## src/mcu_control_pkg.sv

```systemverilog
// constants for the mcu control register block
package mcu_control_pkg;
  localparam logic [7:0] data_offset       = 8'h55;  // data-space address
  localparam logic [7:0] io_space_base     = 8'h20;  // io address = data address - this
  localparam logic [5:0] io_offset         = 6'h35;  // io-space address
  localparam logic [7:0] reg_reset         = 8'h00;
  localparam int         bit_bod_off       = 6;
  localparam int         bit_bod_unlock    = 5;
  localparam int         bit_pullup_off    = 4;
  localparam int         bit_vec_select    = 1;
  localparam int         bit_vec_unlock    = 0;
  localparam logic [7:0] implemented_mask  = 8'h73;
  localparam int         unlock_cycles     = 4;      // timed window length
  localparam int         bod_delay_cycles  = 3;      // sleep-off delay and lifetime
  localparam int         vector_words      = 2;      // words per vector entry
  localparam logic [2:0] count_zero        = 3'h0;
  localparam logic [2:0] unlock_count_init = 3'h4;
  localparam logic [2:0] bod_count_init    = 3'h3;
  localparam logic [1:0] pullup_pattern    = 2'h1;   // {direction, output} = 0b01
endpackage

```

## src/timed_window.sv

```systemverilog
`timescale 1ns/10ps
// down counter that keeps a window open for a fixed number of cycles
module timed_window
  import mcu_control_pkg::*;
#(
  parameter logic [2:0] length = 3'h4
) (
  input  wire logic ref_clk,  // system clock
  input  wire logic rstn,     // async reset, active low
  input  wire logic start,    // open the window
  input  wire logic stop,     // close early
  output logic      open_q    // window open
);
  logic [2:0] count_q;

  // stop wins over expiry, start restarts the count
  always_ff @(posedge ref_clk or negedge rstn) begin
    if (!rstn) begin
      count_q <= count_zero;
    end else if (start) begin
      count_q <= length;
    end else if (stop) begin
      count_q <= count_zero;
    end else if (count_q != count_zero) begin
      count_q <= count_q - 3'h1;
    end
  end

  assign open_q = (count_q != count_zero);
endmodule

```

## src/mcu_control.sv

```systemverilog
`timescale 1ns/10ps
// mcu control register: vector placement, brown-out sleep-off, pull-up disable
// Summary of operation
// - select zero fetches vectors from flash start, one from boot section start
// - relocated base equals boot section start from the boot size fuses
// - select changes need unlock write then select write within four cycles
// - interrupts blocked from unlock until after instruction after select write
// - without a select write, blocking lasts five cycles after the unlock write then ends
// - automatic blocking never touches the global interrupt enable bit
// - unlock bit clears after four cycles or on select write
// - boot vectors with app lock bit block interrupts while in application
// - app vectors with boot lock bit block interrupts while in boot section
// - sleep-off needs both bits set, then sleep-off alone within four cycles
// - sleep-off active three cycles after set, cleared after three more
// - detector turns off only if sleep executes while sleep-off active
// - global pull-up off disables every pull-up, pattern 0b01 included
// - decode at data address 0x55 and io address 0x35
// - bits 6,5,4,1,0 implemented; 7,3,2 read zero; reset zero
// - each vector entry spans two instruction words
module mcu_control
  import mcu_control_pkg::*;
#(
  parameter int addr_width = 14,   // program word address width
  parameter int vec_width  = 6,    // vector number width
  parameter int pins       = 8     // port pins served by the pull-up gate
) (
  input  wire logic                  ref_clk,         // system clock
  input  wire logic                  rstn,            // async reset, active low
  input  wire logic                  data_we,         // data-space write strobe
  input  wire logic                  io_we,           // io-space write strobe
  input  wire logic [7:0]            data_addr,       // data-space address
  input  wire logic [5:0]            io_addr,         // io-space address
  input  wire logic [7:0]            wdata,           // write data
  output logic      [7:0]            rdata,           // register read data
  input  wire logic                  instr_done,      // core retired an instruction
  input  wire logic                  sleep_exec,      // sleep instruction executing
  input  wire logic [addr_width-1:0] boot_start,      // boot start from boot_size_fuses
  input  wire logic                  app_section_lock_bit,   // application lock programmed
  input  wire logic                  boot_section_lock_bit,  // boot lock programmed
  input  wire logic                  exec_in_boot,    // core fetching from boot section
  input  wire logic [vec_width-1:0]  vec_number,      // vector being taken
  input  wire logic [pins-1:0]       pin_direction_bit,  // direction bits
  input  wire logic [pins-1:0]       pin_output_bit,     // output bits
  output logic                       irq_block,       // interrupts must not be taken
  output logic [addr_width-1:0]      vector_addr,     // program address of vector
  output logic                       brownout_off,    // detector off for this sleep
  output logic [pins-1:0]            pullup_en,       // per-pin pull-up enable
  output logic                       vector_table_select,  // current select bit
  output logic                       pullup_global_off     // current pull-up off bit
);

  // ---- address decode and write view ----
  logic       hit_w;
  logic       vec_unlock_wr;
  logic       vec_select_wr;
  logic       bod_unlock_wr;
  logic       bod_set_wr;
  logic       vec_open;
  logic       bod_open;
  logic [2:0] bod_count_q;
  logic       bod_pending_q;
  logic       select_seen_q;
  logic       bod_unlock_q;
  logic       unlock_bit;

  assign hit_w = (data_we && data_addr == data_offset) ||
                 (io_we && io_addr == io_offset);

  // unlock write sets the vector unlock bit
  assign vec_unlock_wr = hit_w && wdata[bit_vec_unlock];
  // select write counts only inside the open window with unlock zero
  assign vec_select_wr = hit_w && !wdata[bit_vec_unlock] && vec_open;
  // first step: both sleep-off and unlock written one
  assign bod_unlock_wr = hit_w && wdata[bit_bod_off] && wdata[bit_bod_unlock];
  // second step only honoured inside the open window
  assign bod_set_wr    = hit_w && wdata[bit_bod_off] && !wdata[bit_bod_unlock] && bod_open;

  // vector unlock window, four cycles or closed by select write
  timed_window #(.length(unlock_count_init)) vec_window (
    .ref_clk (ref_clk),
    .rstn    (rstn),
    .start   (vec_unlock_wr),
    .stop    (vec_select_wr),
    .open_q  (vec_open)
  );

  // brown-out unlock window of four cycles
  timed_window #(.length(unlock_count_init)) bod_window (
    .ref_clk (ref_clk),
    .rstn    (rstn),
    .start   (bod_unlock_wr),
    .stop    (bod_set_wr),
    .open_q  (bod_open)
  );

  assign unlock_bit = vec_open;

  // ---- stored control bits ----
  // implemented bits reset to zero
  always_ff @(posedge ref_clk or negedge rstn) begin
    if (!rstn) begin
      vector_table_select <= 1'b0;
      pullup_global_off   <= 1'b0;
    end else if (hit_w) begin
      pullup_global_off <= wdata[bit_pullup_off];
      if (vec_select_wr) begin
        vector_table_select <= wdata[bit_vec_select];
      end
    end
  end

  // brown-out unlock bit mirrors its window for read-back
  always_ff @(posedge ref_clk or negedge rstn) begin
    if (!rstn) begin
      bod_unlock_q <= 1'b0;
    end else begin
      bod_unlock_q <= bod_open && !bod_set_wr;
    end
  end

  // ---- brown-out sleep-off timing ----
  // three-cycle delay, then three active cycles, then auto-clear
  always_ff @(posedge ref_clk or negedge rstn) begin
    if (!rstn) begin
      bod_count_q   <= count_zero;
      bod_pending_q <= 1'b0;
    end else if (bod_set_wr) begin
      bod_count_q   <= bod_count_init;
      bod_pending_q <= 1'b1;
    end else if (bod_pending_q && bod_count_q == 3'h1) begin
      bod_count_q   <= bod_count_init;  // reload on the last quiet cycle, no idle gap
      bod_pending_q <= 1'b0;
    end else if (bod_count_q != count_zero) begin
      bod_count_q <= bod_count_q - 3'h1;
    end
  end

  logic bod_active;
  assign bod_active = !bod_pending_q && (bod_count_q != count_zero);

  // detector off only for a sleep in the active window
  always_ff @(posedge ref_clk or negedge rstn) begin
    if (!rstn) begin
      brownout_off <= 1'b0;
    end else if (sleep_exec) begin
      brownout_off <= bod_active;
    end else if (instr_done) begin
      brownout_off <= 1'b0;
    end
  end

  // ---- interrupt blocking ----
  // hold past the instruction that follows the select write
  always_ff @(posedge ref_clk or negedge rstn) begin
    if (!rstn) begin
      select_seen_q <= 1'b0;
    end else if (vec_select_wr) begin
      select_seen_q <= 1'b1;
    end else if (instr_done) begin
      select_seen_q <= 1'b0;
    end
  end

  logic lock_block;
  // boot vectors plus app lock, running from application
  // app vectors plus boot lock, running from boot section
  assign lock_block = (vector_table_select && app_section_lock_bit && !exec_in_boot) ||
                      (!vector_table_select && boot_section_lock_bit && exec_in_boot);

  // block output only; no status-register bit is written here
  always_ff @(posedge ref_clk or negedge rstn) begin
    if (!rstn) begin
      irq_block <= 1'b0;
    end else begin
      irq_block <= vec_unlock_wr || vec_open || vec_select_wr || select_seen_q ||
                   lock_block;
    end
  end

  // ---- vector address ----
  logic [addr_width-1:0] vec_base;
  logic [addr_width-1:0] vec_step;
  // base from select bit and fuse-derived boot start
  assign vec_base = vector_table_select ? boot_start : {addr_width{1'b0}};
  assign vec_step = addr_width'({vec_number, 1'b0});

  always_ff @(posedge ref_clk or negedge rstn) begin
    if (!rstn) begin
      vector_addr <= {addr_width{1'b0}};
    end else begin
      vector_addr <= vec_base + vec_step;
    end
  end

  // ---- pull-up gating ----
  // per-pin pull-up, forced off by the global bit
  genvar g;
  generate
    for (g = 0; g < pins; g++) begin : pin_gate
      always_ff @(posedge ref_clk or negedge rstn) begin
        if (!rstn) begin
          pullup_en[g] <= 1'b0;
        end else begin
          pullup_en[g] <= !pullup_global_off &&
                          ({pin_direction_bit[g], pin_output_bit[g]} == pullup_pattern);
        end
      end
    end
  endgenerate

  // ---- read-back ----
  logic [7:0] read_w;
  assign read_w = {1'b0, bod_active, bod_unlock_q, pullup_global_off,
                   2'b00, vector_table_select, unlock_bit} & implemented_mask;

  always_ff @(posedge ref_clk or negedge rstn) begin
    if (!rstn) begin
      rdata <= reg_reset;
    end else begin
      rdata <= read_w;
    end
  end
endmodule

```

## config.mk

```make
export PLATFORM = sky130hd
export DESIGN_NAME = mcu_control
export DESIGN_NICKNAME = d
export VERILOG_FILES = /design/src/mcu_control_pkg.sv /design/src/timed_window.sv /design/src/mcu_control.sv
export SDC_FILE = /design/constraint.sdc
export NUM_CORES = 1
export LEC_CHECK = 0
export BUFFER_PORTS_ARGS = -buffer_cell sky130_fd_sc_hd__buf_2
export CORE_MARGIN = 2
export CORE_UTILIZATION = 41
export DETAILED_ROUTE_END_ITERATION = 10
export GPL_ROUTABILITY_DRIVEN = 0
export PLACE_DENSITY = 0.79
export SYNTH_ARGS = -nofsm -noshare
export SYNTH_HDL_FRONTEND = slang
export SYNTH_SLANG_ARGS = --single-unit
```

## constraint.sdc

```tcl
create_clock -name ref_clk -period 2.4 [get_ports ref_clk]
set_input_delay 0.24 -clock ref_clk [delete_from_list [all_inputs] [get_ports ref_clk]]
set_output_delay 0.24 -clock ref_clk [all_outputs]
set_load 0.05 [all_outputs]
```

Word level (Yosys, flattened, before mapping)
Cells that the tools add are included.
- $add $sub $neg: 4
- muxes and demuxes: 15
- equal/unequal tests: 11
- reductions and logical operators: 47
- operators with widths (operator ; count):
    3-bit 2-to-1 mux ; 9
    1-bit logical AND ; 24
    3-bit nonzero test ; 6
    2-bit by 1-bit equality test with 1-bit output (second input constant) ; 8
    14-bit by 7-bit adder with 14-bit output ; 1
    14-bit 2-to-1 mux ; 1
    3-bit by 1-bit subtractor with 3-bit output (second input constant) ; 3
    8-bit by 7-bit equality test with 1-bit output (second input constant) ; 1
    1-bit logical NOT ; 7
    6-bit equality test (second input constant) ; 1
    1-bit logical OR ; 6
    2-bit nonzero test ; 3
    1-bit 2-to-1 mux ; 5
    3-bit by 1-bit equality test with 1-bit output (second input constant) ; 1
    2-bit AND reduction ; 1
- register bits: 43
- logic and storage cells: 97
- output and inout port bits: 34

Longest topological paths before layout
- word-level depth: 8
- depth in mapped cells: 10
- gate-level depth less buffers: 8

Hierarchy
A second synthesis with hierarchy kept.
- cell total of the unflattened synthesis: 192
- area total of the unflattened synthesis: 2152.1 um^2
- modules (own cells, without submodules) (module ; area an instance (um^2) ; sequential area each (um^2) ; cells each ; times used):
    mcu_control ; 1796.7 ; 925.9 ; 162 ; 1
    timed_window ; 177.7 ; 75.1 ; 15 ; 2

Least setup slack after synthesis
OpenSTA, ideal clock, no wires.
- path kind: flip-flop to flip-flop
- start: register vector_table_select
- end: register vector_addr[13]
- data arrival time: 2489 ps
- clock period less this slack: 2608 ps
- library setup time: 119 ps
- path slack: -208 ps
- stages on the path, launching flop included: 11
- buffers on the path: 2
- cell sequence: dfrtp_1 buf_2 clkbuf_1 and2_1 ha_1 fa_1 a211oi_1 o21ai_0 nand4_1 xnor2_1 and2_1
- longest elaborated chain between the ends: 2
- ends and longest elaborated chain (element ; line ; source):
    start: declaration ; mcu_control.sv:48 ; output logic vector_table_select,
    start signal: assignment ; mcu_control.sv:107 ; vector_table_select <= wdata[bit_vec_select];
    14-bit 2-to-1 mux ; mcu_control.sv:184 ; assign vec_base = vector_table_select ? boot_start : {addr_width{1'b0}};
    14-bit by 7-bit adder with 14-bit output ; mcu_control.sv:191 ; vector_addr <= vec_base + vec_step;
    end signal: assignment ; mcu_control.sv:189 ; vector_addr <= {addr_width{1'b0}};
    end signal: assignment ; mcu_control.sv:191 ;
    end: declaration ; mcu_control.sv:45 ; output logic [addr_width-1:0] vector_addr,
Every way passes these cells.
A chain may end at the register's enable or synchronous reset.

Worst setup path after layout
- start: register vector_table_select
- end: register vector_addr[12]
Same word-level chain as after synthesis.

==> flow_summary.toml <==
[global_routing]
grt_pass1_wl_um = 6620
grt_usage_pct = 15.7
antenna_found_initial = 0
number_of_global_route_vias_before_repair = 1566
largest_net_degree_at_the_start_of_global_routing = 24
globalRoute.totalOverflow = 0

[timing]
final_worst_path_setup_slack_ns = 0.207
finalSetupTns_ns = 0
slew_violations = 0
timing.clock.skew_ns = 0.00356
setup_violating_endpoint_count_in_the_final_report = 0
hold_viol = 0
tightest_slew_ns = 0.509
fmaxAchievable_mhz = 456
relSlewSlack_pct = 65.7
grt_setup_unrepaired = "false"
layout_worst_path_cycle_share_pct = 91.4
hold_slack_ns = 0.0975
min_period_ns = 2.19

[die]
die_w_um = 75.1
io_pins = 101
dieArea_mm2 = 0.00564
core_area_mm2 = 0.00479
initial_cell_density_of_the_core_pct = 43.3
standard_cell_rows = 25
die_height_um = 75.1

[finish]
finish.net_count = 370
share_of_final_layout_standard_cells_stronger_than_drive_strength_1_pct = 39.0
flow.area_growth_from_synthesis_pct = 30.9
num_antenna_cells = 0

[critical_path]
worstPathCellList = "buf_4 > and2_1 > ha_1 > o21ai_0 > nor2_1 > o21ai_0 > nor3_1 > xnor2_1"
worst-endpoint-arrival_ns = 2.37
cp-start-kind = "flop"
critPathCaptureType = "flop"
worst_path_most_repeated_cell = "sky130_fd_sc_hd__o21ai_0"
worst_ep_required_time_ns = 2.57
setup.worst_path.class = "flop to flop"
critical_path.max_stage_delay_ns = 0.43
cp_max_delay_cell = "sky130_fd_sc_hd__dfrtp_2"
timing.critical_path.fanout_max = 18

[cts]
clock_tree.root_cell = "sky130_fd_sc_hd__clkbuf_8"
post_cts_hold_buffer_count = 1
maximum_buffer_depth_of_the_clock_tree = 2
htreeDepth = 2
post_cts_resized = 0
cts_tree = "yes"
cts.sink_count = 43
postCtsSetupRepairBufs = 0
cts_inserted_buffers = 5
cts.reportedPaths.clkPinSlew_ns = 0.08
clock_insertion_delay_worst_skew_ns = 0.29

[route]
vias_per_cell = 4.76
wirelength_um = 4300
via_count = 1701
drt_first_pass_iters = 4
drc_errors = 0
detail_route.iter0.violations = 65
routedWlPerCell_um = 12.0
route.antenna.remaining_nets = 0

[synthesis]
synthFlopType = "sky130_fd_sc_hd__dfrtp_1"
register_area_share_after_synthesis_pct = 51.9
synth_enable_flop_cells = 0
synthesis.instances = 190
yosysWarnings = 0
synth-seq-cells = 43
asyncSetResetFlopFracSynth_pct = 100
syn_area_per_cell_um2 = 10.9
syn-cell-area_mm2 = 0.00207
synth_cell_type_count = 45

[power]
power-per-cell-area_mw_per_mm2 = 880
total_power_mw = 2.39
irDropWorstVdd_mv = 0.418
power.leakage_nw = 1.40

[run]
max_cap_violations = 0

[worst_hold_path]
hp-class = "input pin to flop"

[status]
outcome = "complete, no violations"

[placed_design]
place_worst_setup_slack_ns = 0.227
numPortBuffers = 94
dp_hpwl_um = 3430
-- synth_stat cells (2+ instances only) --
cell type / n / area, um2
sky130_fd_sc_hd__and2_1: 11 / 68.8
sky130_fd_sc_hd__a211oi_1: 3 / 22.5
sky130_fd_sc_hd__dfrtp_1: 43 / 1080
sky130_fd_sc_hd__o21a_1: 3 / 22.5
sky130_fd_sc_hd__buf_4: 4 / 30.0
sky130_fd_sc_hd__ha_1: 13 / 163
sky130_fd_sc_hd__a21o_1: 2 / 15.0
sky130_fd_sc_hd__nand3_1: 5 / 25.0
sky130_fd_sc_hd__xor2_1: 3 / 26.3
sky130_fd_sc_hd__nand4_1: 2 / 12.5
sky130_fd_sc_hd__inv_1: 11 / 41.3
sky130_fd_sc_hd__o21ai_0: 7 / 35.0
sky130_fd_sc_hd__o22ai_1: 2 / 12.5
sky130_fd_sc_hd__nor2_1: 13 / 48.8
sky130_fd_sc_hd__a22o_1: 2 / 17.5
sky130_fd_sc_hd__nor3b_1: 9 / 67.6
sky130_fd_sc_hd__clkbuf_1: 3 / 11.3
sky130_fd_sc_hd__xnor2_1: 8 / 70.1
sky130_fd_sc_hd__nor3_1: 3 / 15.0
sky130_fd_sc_hd__nand2b_1: 3 / 18.8
sky130_fd_sc_hd__a31o_2: 2 / 17.5
sky130_fd_sc_hd__a21oi_1: 2 / 10.0
sky130_fd_sc_hd__nand2_1: 13 / 48.8
sky130_fd_sc_hd__nor2b_1: 2 / 12.5
-- cell type report --
class	instances	area, um2
flip-flops and latches	43	1080
inverters	11	41.3
multi-input cells	130	923
fillers	445	2070
well taps	67	83.8
repair buffers	98	503
clock inverters	3	15.0
clock buffers	5	68.8
-- final timing paths --
path,cells after the start,slack (ns),from,to
min reg2reg,0,0.35,bod_unlock_q,rdata[5]
max reg2reg,8,0.21,vector_table_select,vector_addr[12]
max in group asynchronous,3,1.38,rstn,pullup_en[4]
min in group asynchronous,2,0.46,rstn,rdata[6]
max,8,0.21,vector_table_select,vector_addr[12]
min,2,0.1,pin_direction_bit[6],pullup_en[6]
-- cells in the final DEF, fill, tap and decap left out, types with 2 or more instances in the layout --
cell / n
sky130_fd_sc_hd__buf_2: 94
sky130_fd_sc_hd__nand2b_1: 3
sky130_fd_sc_hd__clkbuf_8: 5
sky130_fd_sc_hd__nor2_1: 13
sky130_fd_sc_hd__nand4_1: 2
sky130_fd_sc_hd__inv_1: 11
sky130_fd_sc_hd__a22o_1: 2
sky130_fd_sc_hd__o22ai_1: 2
sky130_fd_sc_hd__and2_1: 11
sky130_fd_sc_hd__ha_1: 13
sky130_fd_sc_hd__conb_1: 3
sky130_fd_sc_hd__a211oi_1: 2
sky130_fd_sc_hd__a31o_2: 2
sky130_fd_sc_hd__a21o_1: 2
sky130_fd_sc_hd__xnor2_1: 8
sky130_fd_sc_hd__o21a_1: 3
sky130_fd_sc_hd__buf_4: 3
sky130_fd_sc_hd__o21ai_1: 2
sky130_fd_sc_hd__a21oi_1: 2
sky130_fd_sc_hd__nand3_1: 5
sky130_fd_sc_hd__nor2b_1: 2
sky130_fd_sc_hd__nor3_1: 3
sky130_fd_sc_hd__o21ai_0: 6
sky130_fd_sc_hd__nor3b_1: 9
sky130_fd_sc_hd__xor2_1: 3
sky130_fd_sc_hd__dfrtp_1: 42
sky130_fd_sc_hd__nand2_1: 13
sky130_fd_sc_hd__clkinv_2: 3
-- where the power goes --
part / switching (mW) / internal [mW]
registers: 0.0834 / 0.897
clock network: 0.233 / 0.199
logic: 0.618 / 0.357
total: 0.934 / 1.45
-- sequential cells by signal (all words and copies together) (netlist names) --
signal and count:
bod_count_q 3, bod_pending_q 1, bod_unlock_q 1, bod_window.count_q 3, brownout_off 1, irq_block 1, pullup_en 8, pullup_global_off 1
rdata 5, select_seen_q 1, vec_window.count_q 3, vector_addr 14, vector_table_select 1
-- cell families after synthesis --
group	Yosys count	synth area share, %
AOI/OAI and AO/OA	32	10.8
xor gates and xnor gates	11	4.65
adders and majority gates	14	8.82
buffers and inverters	19	4.23
DFF	43	51.9
muxes	3	1.75
other	1	0.181
and+or+nand+nor	67	17.6
-- metrics by stage --
| step | utilization (%) | cells | instance area (um2) |
|---|---|---|---|
| floorplan | - | 192 | 2090 |
| global placement | 54.7 | 348 | 2620 |
| detailed placement | 54.7 | 348 | 2620 |
| CTS | 56.7 | 357 | 2710 |
| global route | 56.7 | 357 | 2710 |
| finish | 56.7 | 357 | 2710 |
-- routing by layer --
metal	global-route usage [%]	up-vias	share of wire (%)
li1	-	841	-
met1	18.5	790	42
met2	27.7	62	50
met3	2.81	8	5.6
met4	7.34	0	1.8
met5	0	-	0
-- critical path, delay by kind of cell (launching register included) --
family	cells	cell delay, ns
fa+ha+maj	1	0.33
buf+inv	1	0.19
xor+xnor	1	0.11
compound gates	2	0.37
simple gates	3	0.63
flops	1	0.43
Note: power is estimated with default switching activity, not from simulation.
